`config.mk`:
```
export PLATFORM = sky130hd
export DESIGN_NAME = exr_cfg
export DESIGN_NICKNAME = d
export VERILOG_FILES = /design/src/exr_pkg.sv /design/src/exr_cfg.sv /design/src/exr_route_dec.sv
export SDC_FILE = /design/constraint.sdc
export NUM_CORES = 1
export LEC_CHECK = 0
export BUFFER_PORTS_ARGS = -buffer_cell sky130_fd_sc_hd__buf_2
export CORE_MARGIN = 4
export CORE_UTILIZATION = 44
export DETAILED_ROUTE_END_ITERATION = 12
export GPL_ROUTABILITY_DRIVEN = 0
export PLACE_DENSITY = 0.66
export SETUP_SLACK_MARGIN = 0.4
export SKIP_CTS_REPAIR_TIMING = 1
export SLEW_MARGIN = 0
export SYNTH_ARGS = -nofsm -noshare
export SYNTH_HDL_FRONTEND = slang
export SYNTH_SLANG_ARGS = --single-unit
```
`constraint.sdc`:
```
create_clock -name clk -period 9.9 [get_ports clk]
set_clock_uncertainty 0.2 [all_clocks]
set_input_delay 0 -clock clk [delete_from_list [all_inputs] [get_ports clk]]
set_output_delay 0 -clock clk [all_outputs]
set_load 0.01 [all_outputs]
```
`src/exr_pkg.sv`:
```
/*
 * shared constants and types for the excitation routing and gpio config block.
 * assumes one 10 MHz device clock and a register port from the serial interface logic.
 */
`default_nettype none
package exr_pkg;
  // ****************************************************
  // register offsets
  // ****************************************************
  localparam logic [3:0] ADDR_ROUTE = 4'hb;
  localparam logic [3:0] ADDR_PIN_EN = 4'hc;
  localparam logic [3:0] ADDR_PIN_DIR = 4'hd;
  localparam logic [3:0] ADDR_PIN_DATA = 4'he;
  // ****************************************************
  // reset values and masks
  // ****************************************************
  localparam logic [7:0] ROUTE_RESET = 8'hff;
  localparam logic [7:0] PIN_EN_RESET = 8'h00;
  localparam logic [7:0] PIN_DIR_RESET = 8'h00;
  localparam logic [7:0] PIN_DATA_RESET = 8'h00;
  localparam logic [7:0] MASK_FULL = 8'hff;
  localparam logic [7:0] MASK_SMALL = 8'h0f;
  localparam logic [7:0] READ_UNMAPPED = 8'h00;
  localparam logic [2:0] MAG_OFF = 3'h0;
  // ****************************************************
  // field positions of the routing register and its codes
  // ****************************************************
  localparam int FIRST_ROUTE_LSB = 4;
  localparam int SECOND_ROUTE_LSB = 0;
  localparam int ROUTE_W = 4;
  localparam int CODE_KIND_BIT = 3;
  localparam int CODE_PIN_BIT = 2;
  localparam int CODE_SEL_BIT = 0;
  localparam logic [2:0] SMALL_AIN_LIMIT = 3'h4;
  // ****************************************************
  // carriers
  // ****************************************************
  typedef struct packed {
    logic wr;
    logic rd;
    logic [3:0] addr;
    logic [7:0] wdata;
  } exr_req_s;
  typedef struct packed {
    logic [7:0] ain;
    logic pin_a;
    logic pin_b;
  } exr_dest_s;
  localparam exr_dest_s DEST_NONE = '0;
endpackage : exr_pkg
`default_nettype wire

```
`src/exr_cfg.sv`:
```
/*
 * excitation current routing, gpio enable, direction and data registers.
 * assumes register requests come from serial interface logic on clk and
 * that the magnitude field comes from the neighbouring control register on clk.
 */
`default_nettype none
// Summary of operation
// - The routing register sits at 0Bh, is read/write and resets to FFh (both sources off).
// - Bits 7:4 route the first source; codes 0000 to 0111 select analog inputs 0 to 7.
// - Code 10x0 selects excitation pin a, 10x1 pin b, and 11xx leaves a source disconnected.
// - Bits 3:0 route the second source with the same code table.
// - Inputs 4 to 7 and the excitation pins are reachable only on the eight-input variant.
// - The gpio enable register sits at 0Ch, is read/write and resets to 00h.
// - An enable bit of 1 gives its shared pin the gpio function, 0 leaves it analog.
// - Gpio bit 0 is the positive reference, bit 1 the negative reference, bits 2-7 the inputs.
// - On the four-gpio variant bits 7:4 of enable and direction read zero and ignore writes.
// - The gpio direction register sits at 0Dh, is read/write and resets to 00h.
// - A direction bit of 0 makes its pin an output, 1 an input.
// - On the eight-input variant all eight enable and direction bits are read/write.
// - Data reads at 0Eh return the stored bit for outputs and the synchronised pad level for inputs; writes store the value, driven on output pins.
// - With magnitude code 000 both current sources stay off whatever the routing says.
module exr_cfg #(
  parameter bit FULL_VARIANT = 1'b1 // eight-input, eight-gpio variant
) (
  input wire logic clk, // 10 MHz device clock
  input wire logic resetn, // asynchronous reset, active low
  input wire logic ce, // clock enable, freezes state when low
  input wire exr_pkg::exr_req_s req, // register request from serial logic
  input wire logic [2:0] excitation_magnitude, // magnitude field, same clock
  input wire logic [7:0] pin_in, // gpio pin levels from the pads
  output logic [7:0] rdata, // read data
  output logic rvalid, // read data valid pulse
  output var exr_pkg::exr_dest_s first_dest, // first source destination
  output var exr_pkg::exr_dest_s second_dest, // second source destination
  output logic [7:0] pin_out, // gpio pin output levels
  output logic [7:0] pin_oe, // gpio pin output enables
  output logic [7:0] pin_gpio_mode // pin taken from its analog function
);
  // ****************************************************
  // reset release
  // ****************************************************
  logic [1:0] rst_sync_reg;
  wire logic rst_n;

  always_ff @(posedge clk or negedge resetn) begin
    if (!resetn) begin
      rst_sync_reg <= 2'b00;
    end else begin
      rst_sync_reg <= {rst_sync_reg[0], 1'b1};
    end
  end
  assign rst_n = rst_sync_reg[1];

  // ****************************************************
  // pad input synchroniser
  // ****************************************************
  logic [7:0] pin_meta_reg;
  logic [7:0] pin_sync_reg;

  always_ff @(posedge clk or negedge rst_n) begin
    if (!rst_n) begin
      pin_meta_reg <= 8'h00;
      pin_sync_reg <= 8'h00;
    end else if (ce) begin
      pin_meta_reg <= pin_in;
      pin_sync_reg <= pin_meta_reg;
    end
  end

  // ****************************************************
  // register decode
  // ****************************************************
  logic [7:0] route_reg;
  logic [7:0] en_reg;
  logic [7:0] dir_reg;
  logic [7:0] data_reg;
  wire logic [7:0] wmask;
  wire logic wr_route;
  wire logic wr_en;
  wire logic wr_dir;
  wire logic wr_data;
  wire logic [7:0] data_view;
  logic [7:0] rsel;

  assign wmask = FULL_VARIANT ? exr_pkg::MASK_FULL : exr_pkg::MASK_SMALL;
  assign wr_route = req.wr && (req.addr == exr_pkg::ADDR_ROUTE);
  assign wr_en = req.wr && (req.addr == exr_pkg::ADDR_PIN_EN);
  assign wr_dir = req.wr && (req.addr == exr_pkg::ADDR_PIN_DIR);
  assign wr_data = req.wr && (req.addr == exr_pkg::ADDR_PIN_DATA);
  // outputs read back the stored bit, inputs the synchronised pad level
  assign data_view = ((data_reg & ~dir_reg) | (pin_sync_reg & dir_reg)) & wmask;

  always_comb begin
    case (req.addr)
      exr_pkg::ADDR_ROUTE: rsel = route_reg;
      exr_pkg::ADDR_PIN_EN: rsel = en_reg & wmask;
      exr_pkg::ADDR_PIN_DIR: rsel = dir_reg & wmask;
      exr_pkg::ADDR_PIN_DATA: rsel = data_view;
      default: rsel = exr_pkg::READ_UNMAPPED;
    endcase
  end

  // ****************************************************
  // configuration registers
  // ****************************************************
  always_ff @(posedge clk or negedge rst_n) begin
    if (!rst_n) begin
      route_reg <= exr_pkg::ROUTE_RESET;
      en_reg <= exr_pkg::PIN_EN_RESET;
      dir_reg <= exr_pkg::PIN_DIR_RESET;
      data_reg <= exr_pkg::PIN_DATA_RESET;
    end else if (ce) begin
      if (wr_route) begin
        route_reg <= req.wdata;
      end
      if (wr_en) begin
        en_reg <= req.wdata & wmask;
      end
      if (wr_dir) begin
        dir_reg <= req.wdata & wmask;
      end
      if (wr_data) begin
        data_reg <= req.wdata & wmask;
      end
    end
  end

  always_ff @(posedge clk or negedge rst_n) begin
    if (!rst_n) begin
      rdata <= 8'h00;
      rvalid <= 1'b0;
    end else if (ce) begin
      rvalid <= req.rd;
      if (req.rd) begin
        rdata <= rsel;
      end
    end
  end

  // ****************************************************
  // current routing
  // ****************************************************
  wire logic power_on;
  exr_pkg::exr_dest_s first_next;
  exr_pkg::exr_dest_s second_next;

  assign power_on = (excitation_magnitude != exr_pkg::MAG_OFF);

  exr_route_dec u_first_dec (
    .code(route_reg[exr_pkg::FIRST_ROUTE_LSB +: exr_pkg::ROUTE_W]),
    .power_on(power_on),
    .full_variant(FULL_VARIANT),
    .dest(first_next)
  );

  exr_route_dec u_second_dec (
    .code(route_reg[exr_pkg::SECOND_ROUTE_LSB +: exr_pkg::ROUTE_W]),
    .power_on(power_on),
    .full_variant(FULL_VARIANT),
    .dest(second_next)
  );

  // ****************************************************
  // pin outputs
  // ****************************************************
  // bit 0 positive reference, bit 1 negative reference, bits 2-7 analog inputs
  wire logic [7:0] oe_next;

  assign oe_next = en_reg & ~dir_reg & wmask;

  always_ff @(posedge clk or negedge rst_n) begin
    if (!rst_n) begin
      first_dest <= exr_pkg::DEST_NONE;
      second_dest <= exr_pkg::DEST_NONE;
      pin_out <= 8'h00;
      pin_oe <= 8'h00;
      pin_gpio_mode <= 8'h00;
    end else if (ce) begin
      first_dest <= first_next;
      second_dest <= second_next;
      pin_oe <= oe_next;
      pin_out <= data_reg & oe_next;
      pin_gpio_mode <= en_reg & wmask;
    end
  end
endmodule // exr_cfg
`default_nettype wire

```
`src/exr_route_dec.sv`:
```
/*
 * decodes one 4-bit routing field into a one-hot current destination.
 * assumes the caller registers the result; purely combinational.
 */
`default_nettype none
module exr_route_dec (
  input wire logic [3:0] code, // routing field
  input wire logic power_on, // magnitude field nonzero
  input wire logic full_variant, // eight-input variant
  output var exr_pkg::exr_dest_s dest // decoded destination
);
  // ****************************************************
  // decode
  // ****************************************************
  wire logic to_ain;
  wire logic to_pin;
  wire logic ain_ok;
  wire logic [2:0] ain_idx;
  exr_pkg::exr_dest_s dec;

  assign ain_idx = code[2:0];
  assign to_ain = ~code[exr_pkg::CODE_KIND_BIT];
  // 11xx falls through as disconnected
  assign to_pin = code[exr_pkg::CODE_KIND_BIT] & ~code[exr_pkg::CODE_PIN_BIT];
  // upper inputs and dedicated pins exist only on the large variant
  assign ain_ok = full_variant | (ain_idx < exr_pkg::SMALL_AIN_LIMIT);

  always_comb begin
    dec = exr_pkg::DEST_NONE;
    if (power_on) begin
      if (to_ain && ain_ok) begin
        dec.ain = 8'h01 << ain_idx;
      end else if (to_pin && full_variant) begin
        dec.pin_b = code[exr_pkg::CODE_SEL_BIT];
        dec.pin_a = ~code[exr_pkg::CODE_SEL_BIT];
      end
    end
  end

  assign dest = dec;
endmodule // exr_route_dec
`default_nettype wire

```
* Yosys cells after proc, flatten, opt, wreduce, memory -nomap -nowiden
Cells that the tools add are included. W data, S select, Z words.
Storage, ports and cells: word-level logic and storage cells 55, output and inout port bits 53, flip-flop bits (word level) 103
Operators by class: bitwise gates (word level) 12, mux-type cells 9, shift-type cells 2, reductions and logical operators 10, equality and inequality tests 4
Operators with widths (count):
- $and A8 B8 Y8 | 4
- $pmux W8 S4 | 1
- $mux W10 | 2
- $eq A4 B4 Y1 const B | 4
- $mux W8 | 2
- $shl A1 B3 Y8 const A | 2
- $reduce_and A2 Y1 | 5
- $mux W2 | 4
- $not A8 Y8 | 1
- $or A8 B8 Y8 | 1
- $logic_and A1 B1 Y1 | 4
- $not A1 Y1 | 4
- $reduce_bool A3 Y1 | 1
- $and A1 B1 Y1 | 2

* Depth between registers and ports, before layout
Gate-level depths: netlist (run 1).
word-level depth 5, depth in mapped cells 5, gate-level depth less buffers 4

* Cells and area by module
Synthesis (run 1) repeated with hierarchy kept, for this count alone.
Second synthesis, totals: cell total of the unflattened synthesis 326, area total of the unflattened synthesis 4401.7 µm²
Modules (own cells, without submodules):
- exr_cfg | cells each 292, instances 1, sequential area each 2587.5 µm², area an instance 4219.0 µm²
- exr_route_dec | cells each 17, instances 2, sequential area each 0.0 µm², area an instance 91.3 µm²

* Worst setup path before layout (run 1)
OpenSTA, ideal clock, no wires.
kind in2reg, from input port ce, to register dir_reg[0], cell stages on the path 4, library setup time 125 ps, path buffers 1, slack 8511 ps, data required time 9575 ps, arrival time 1064 ps, cells stage by stage buf_2 > nand4_4 > nor3b_4 > mux2_4
On the way: longest elaborated chain between the ends 1
RTL lines:
- start, declared | line exr_cfg.sv:27 | input wire logic ce,
- $reduce_and A2 Y1 (no source line)
- end signal, assigned | line exr_cfg.sv:110 | dir_reg <= exr_pkg::PIN_DIR_RESET;
- end signal, assigned | line exr_cfg.sv:120 | dir_reg <= req.wdata & wmask;
- end, declared | line exr_cfg.sv:75 | logic [7:0] dir_reg;
Every way passes these cells. A chain may end at the register's enable or synchronous reset.

* Worst setup path in the final report (run 1)
from input port ce, to register dir_reg[5]
Same word-level chain as after synthesis.

==> impl_metrics.json, run 1 <==
{
  "yosysTopAreaCellShare_pct": 54.1,
  "drive_gt1_share_pct": 39.8,
  "period_needed_ns": 2.92,
  "dr.pass1.iters": 5,
  "reg_top3": "first_dest (10), second_dest (10)",
  "drt-initial-drc-count": 171,
  "start_util_pct": 45.2,
  "routedWlPerCell_microns": 16.2,
  "clkPwrFrac_pct": 27.9,
  "grt_use_total_pct": 17.1,
  "critPathCapture": "dir_reg[5]$_DFFE_PN0P_",
  "synth_edf_count": 0,
  "synth-seq-area-share_pct": 58.9,
  "core-area_sq_um": 9730,
  "holdWs_ns": -0.0215,
  "min_path_type": "in -> reg",
  "r2r-end": "pin_oe[3]$_DFFE_PN0P_",
  "die_y_microns": 108,
  "rsz0062_at_grt": "no",
  "internal_power_w": 0.000738,
  "cts.path.max_buffers": 2,
  "tightest_slew_ns": 0.825,
  "setup_violations": 0,
  "ios": 81,
  "synthTopCellsByCount": "dfrtp_1 (95), mux2_2 (41), inv_1 (29)",
  "final_hold_viol_count": 5,
  "dp_hpwl_mm": 6.45,
  "grt_max_degree": 80,
  "synth.avg_cell_area_sq_um": 13.2,
  "path_cells": "buf_2 > buf_4 > nand4_4 > dlygate4sd3_1 > nor3b_4 > dlygate4sd3_1 > mux2_4",
  "critical_path.startpoint_type": "input pin",
  "ant_nets": 0,
  "yosysUniqueCellTypes": 33,
  "synthFlopType": "dfrtp_1",
  "fin_crit_sh_pct": 29.5,
  "slew_headroom_pct": 45.0,
  "numPortBuffers": 80,
  "powerDensity_nw_per_um2": 189,
  "netlist_area_sq_um": 4390,
  "routed_wirelength_mm": 9.33,
  "root_buffer": "clkbuf_8",
  "crit_path_start": "ce",
  "worst_path_max_delay_cell": "dlygate4sd3_1",
  "vdd_ir_drop_max_mv": 0.101,
  "met1_usage_pct": 24.2,
  "globalRouteMet3Util_pct": 4.56,
  "overflow": 0,
  "cp-end-kind": "flip-flop",
  "critPathKind": "in -> reg",
  "maxCapViolCount": 0,
  "switchingPower_w": 0.000275,
  "maxSlewViolCount": 0,
  "post-route-drc-count": 0,
  "violations": "negative hold slack",
  "ys_ff_latch": 103,
  "num_rows": 36,
  "antenna_found_initial": 0,
  "synthTopCellsByArea": "dfrtp_1 (54%), mux2_2 (11%), mux2_4 (8.2%)",
  "dieArea_sq_um": 11600,
  "slowest_delay_ns": 0.66,
  "power_leakage_nw": 2.54,
  "combinationalPowerShare_pct": 18.5,
  "setup_tns_ns": 0,
  "cp.required_ns": 9.97,
  "busiest_layer": "met2",
  "syn_to_final_growth_pct": 22.3,
  "reg2reg_slack_ns": 8.25,
  "switching_share_pct": 27.2,
  "clkLatencyLatePin_ns": 0.37,
  "antennaDiodeCount": 0,
  "synthArstFlopShare_pct": 100,
  "grt_use_met2_pct": 26.2,
  "grt_pass1_vias": 2939,
  "cts_tree": "built",
  "ys_warn_count": 0,
  "critPathMaxFanout": 79,
  "via_per_inst": 5.06,
  "worstReg2RegStart": "rst_sync_reg[1]$_DFF_PN0_",
  "grt_pass1_wl_mm": 15.4,
  "fmax_mhz": 342,
  "htreeDepth": 3,
  "synthCells": 332,
  "r2r_cells": 1,
  "crit_top_cell": "dlygate4sd3_1",
  "finalNetCount": 465,
  "yosysMostFrequentCell": "dfrtp_1",
  "synth_top_cell_by_area": "dfrtp_1",
  "run_status": "finished with violations",
  "arrival_ns": 2.99,
  "path_clk_slew_ns": 0.10,
  "cts_buffers": 9,
  "dieWidth_microns": 108,
  "cts.sinks": 103,
  "num_vias": 2910,
  "syn_nets": 360,
  "seq_power_share_pct": 53.6
}
[cell families after synthesis]
| logic type | share of synthesized area (%) |
|---|---|
| AOI/OAI and AO/OA | 8.20 |
| muxes | 20.5 |
| buffers and inverters | 4.30 |
| other | 0.0854 |
| DFF | 58.9 |
| xor gates and xnor gates | 0.199 |
| and+or+nand+nor | 7.80 |
[cell type report]
| type | instances | area [sq um] |
|---|---|---|
| fill | 856 | 4360 |
| timing repair buffer | 108 | 676 |
| multi-input combinational | 186 | 1620 |
| inverter | 29 | 109 |
| clock buffer | 10 | 128 |
| clock inverter | 6 | 86.3 |
| sequential | 103 | 2590 |
| tap | 133 | 166 |
[power groups by stage]
stage	sequential [W]	clock, W	combinational (W)
2_1_floorplan	0.000551	0	0.000109
3_3_place_gp	0.000549	0	0.000177
3_5_place_dp	0.000552	0	0.000181
4_1_cts	0.000544	0.000291	0.000181
5_1_grt	0.000554	0.000308	0.000207
6_report	0.000543	0.000283	0.000187
[stage by stage]
step / setup slack (ns) / cell area [sq um] / utilization (%) / power (W) / std cells
finish: 6.98 / 5370 / 55.2 / 0.00101 / 575
global route: 6.80 / 5370 / 55.2 / 0.00107 / 575
CTS: 8.08 / 5110 / 52.5 / 0.00102 / 549
detailed placement: 7.68 / 4900 / 50.3 / 0.000733 / 533
global placement: 7.72 / 4900 / 50.3 / 0.000727 / 533
floorplan: 6.63 / 4390 / - / 0.000660 / 332
[placed cells by master, fill, tap and decap left out]
master | netlist | final
dfstp_2 | 8 | 8
and2_1 | 1 | 1
dfrtp_1 | 95 | 94
dfrtp_4 | 0 | 1
nand2_1 | 17 | 17
clkinv_2 | 0 | 2
a22o_1 | 8 | 8
bufinv_16 | 0 | 2
a222oi_1 | 8 | 8
nor3_2 | 1 | 1
nand2b_1 | 1 | 1
clkinv_4 | 0 | 1
and2b_1 | 1 | 1
o21ai_1 | 8 | 8
nor2b_1 | 9 | 9
clkbuf_1 | 3 | 1
and4_4 | 1 | 1
xnor2_1 | 1 | 1
inv_1 | 29 | 29
nand3_1 | 10 | 10
mux2_2 | 41 | 41
mux2_4 | 24 | 24
buf_2 | 4 | 80
nor2_2 | 1 | 1
conb_1 | 1 | 1
nand3b_1 | 4 | 4
nand4_1 | 1 | 1
dlygate4sd3_1 | 0 | 26
nand4_4 | 1 | 1
nor2_1 | 5 | 5
o21ai_0 | 9 | 9
or3_1 | 4 | 4
clkbuf_8 | 0 | 9
nor3b_4 | 1 | 1
buf_4 | 0 | 2
o22ai_1 | 20 | 20
nor3_1 | 1 | 1
mux2_1 | 7 | 7
clkinvlp_4 | 0 | 1
[routing by layer]
layer	routed length, microns	vias up	share of wire, %
met3	472	12	5.1
met1	4350	1432	47
met4	124	0	1.3
met2	4370	80	47
met5	0	-	0
li1	-	1386	-
[critical path: cells and delay by family]
kind                   cells  cell delay, ns
and+or+nand+nor            2            0.70
buffers and inverters      4            1.99
muxes                      1            0.29
[worst min path at each step]
stage	from	endpoint	slack (ns)	cells past startpoint
finish	excitation_magnitude[0]	first_dest[9]$_DFFE_PN0P_	-0.02	4
global route	req[8]	dir_reg[2]$_DFFE_PN0P_	0.009	3
CTS	resetn	rst_sync_reg[1]$_DFF_PN0_	-0.84	1
detailed placement	resetn	rst_sync_reg[0]$_DFF_PN0_	-0.41	1
global placement	resetn	rst_sync_reg[0]$_DFF_PN0_	-0.42	1
floorplan	resetn	rst_sync_reg[0]$_DFF_PN0_	-0.50	0
(Power assumes the default switching activity.)
==> run 2, diff against run 1 <==
==> constraint.sdc (replaced) <==
create_clock -name clk -period 2.7 [get_ports clk]
set_clock_uncertainty 0.2 [all_clocks]
set_input_delay 0 -clock clk [delete_from_list [all_inputs] [get_ports clk]]
set_output_delay 0 -clock clk [all_outputs]
set_load 0.01 [all_outputs]
==> impl_metrics.json, run 2 (synthesis gave the netlist of run 1 again) <==
{
  "cts_buffers": 9,
  "globalRouteMet3Util_pct": 4.26,
  "dpl_worst_slack_ns": 1.09,
  "fin_crit_sh_pct": 84.3,
  "cts.path.max_buffers": 2,
  "grt_pass1_vias": 2785,
  "grt_pass1_wl_mm": 14.5,
  "fill_cells": 853,
  "worstReg2RegStart": "dir_reg[5]$_DFFE_PN0P_",
  "combinationalPowerShare_pct": 19.2,
  "setup_violations": 0,
  "start_util_pct": 45.2,
  "crit_path_start": "req[13]",
  "maxCapViolCount": 0,
  "dieWidth_microns": 108,
  "power_leakage_nw": 2.56,
  "layout_common_cells": "dfrtp_1 (94), buf_2 (80), mux2_2 (41)",
  "holdWs_ns": -0.0153,
  "ant_nets": 0,
  "busiest_layer": "met2",
  "drt-initial-drc-count": 154,
  "critPathKind": "in -> reg",
  "postLayoutCoreUtil_pct": 55.5,
  "final_cells": 578,
  "routedWlPerCell_microns": 16.4,
  "antennaDiodeCount": 0,
  "num_rows": 36,
  "fmax_mhz": 440,
  "violations": "negative hold slack",
  "min_path_type": "in -> reg",
  "tightest_slew_ns": 0.755,
  "numPortBuffers": 80,
  "grt_max_degree": 63,
  "total_power_w": 0.00368,
  "met1_usage_pct": 22.8,
  "clkLatencyLatePin_ns": 0.37,
  "routed_wirelength_mm": 9.50,
  "place_inst": 534,
  "htreeDepth": 3,
  "run_status": "finished with violations",
  "dieArea_sq_um": 11600,
  "cts.sinks": 103,
  "via_per_inst": 5.06,
  "arrival_ns": 2.34,
  "cts_tree": "built",
  "reg_top3": "first_dest (10), second_dest (10)",
  "setup_tns_ns": 0,
  "grt_use_met2_pct": 25.1,
  "seq_power_share_pct": 53.9,
  "slew_headroom_pct": 49.4,
  "clkPwrFrac_pct": 26.9,
  "drive_gt1_share_pct": 40.0,
  "die_y_microns": 108,
  "switchingPower_w": 0.00105,
  "internal_power_w": 0.00263,
  "switching_share_pct": 28.5,
  "final_hold_viol_count": 3,
  "final_common_cell": "dfrtp_1",
  "grt_use_total_pct": 16.3,
  "dp_hpwl_mm": 6.51,
  "path_clk_slew_ns": 0.11,
  "post-route-drc-count": 0,
  "vdd_ir_drop_max_mv": 0.367,
  "dr.pass1.iters": 4,
  "rsz0062_at_grt": "no",
  "syn_to_final_growth_pct": 22.9,
  "num_vias": 2926,
  "min_from": "excitation_magnitude[1]",
  "overflow": 0,
  "powerDensity_nw_per_um2": 682,
  "root_buffer": "clkbuf_8",
  "finalNetCount": 468,
  "ios": 81,
  "cp.required_ns": 2.76,
  "critPathMaxFanout": 8,
  "antenna_found_initial": 0,
  "maxSlewViolCount": 0,
  "core-area_sq_um": 9730,
  "reg2reg_slack_ns": 1.11,
  "worst_slack_ns": 0.425,
  "cp-end-kind": "flip-flop",
  "critical_path.startpoint_type": "input pin",
  "period_needed_ns": 2.27
}
==> run 2: cell types whose count changed in the layout (fill, tap and decap cells not counted), sizes merged <==
cell,before,now
inv,29,32
buf,82,83
bufinv,2,1
clkbuf,10,9
clkinv,3,2
dlygate4sd3,26,28
==> run 2: critical path, stage by stage <==
cell and delay [ns]:
dlygate4sd3_1 0.53, buf_2 0.14, nand4_4 0.12, nor3b_4 0.63
mux2_4 0.35, dlygate4sd3_1 0.57
==> run 2: path summary, 6_finish.rpt <==
| kind | to | cells after the start |
|---|---|---|
| min reg2reg | pin_out[6]$_DFFE_PN0P_ | 0 |
| min | second_dest[9]$_DFFE_PN0P_ | 4 |
| max in group asynchronous | route_reg[3]$_DFFE_PN1P_ | 1 |
| max | dir_reg[5]$_DFFE_PN0P_ | 6 |
| max reg2reg | dir_reg[5]$_DFFE_PN0P_ | 2 |
| min in group asynchronous | pin_out[6]$_DFFE_PN0P_ | 0 |
==> run 2: metal layers <==
metal / wire length (microns) / vias up
li1: - / 1394
met1: 4260 / 1436
met2: 4590 / 84
met3: 543 / 12
met4: 105 / 0
met5: 0 / -
==> run 2: per-stage QoR <==
stage	hold slack, ns	area, sq um
finish	-0.0153	5400
global route	0.0116	5400
CTS	-0.828	5120
detailed placement	-0.412	4920
global placement	-0.416	4920
floorplan	-0.496	4390
==> run 2: layout make-up <==
class	count	area (sq um)	share of cell area, %
clock inverter	7	77.6	1.44
timing repair buffer	111	716	13.3
tap	133	166	3.08
clock buffer	9	124	2.29
sequential	103	2590	48.0
inverter	29	109	2.02
multi-input combinational	186	1620	29.9
==> run 2: power by group through the flow <==
| stage | registers (W) | clock network (W) | logic [W] |
|---|---|---|---|
| floorplan | 0.00202 | 0 | 0.000401 |
| global placement | 0.00201 | 0 | 0.000659 |
| detailed placement | 0.00202 | 0 | 0.000671 |
| CTS | 0.00199 | 0.00101 | 0.000673 |
| global route | 0.00202 | 0.00107 | 0.000776 |
| finish | 0.00199 | 0.000991 | 0.000705 |
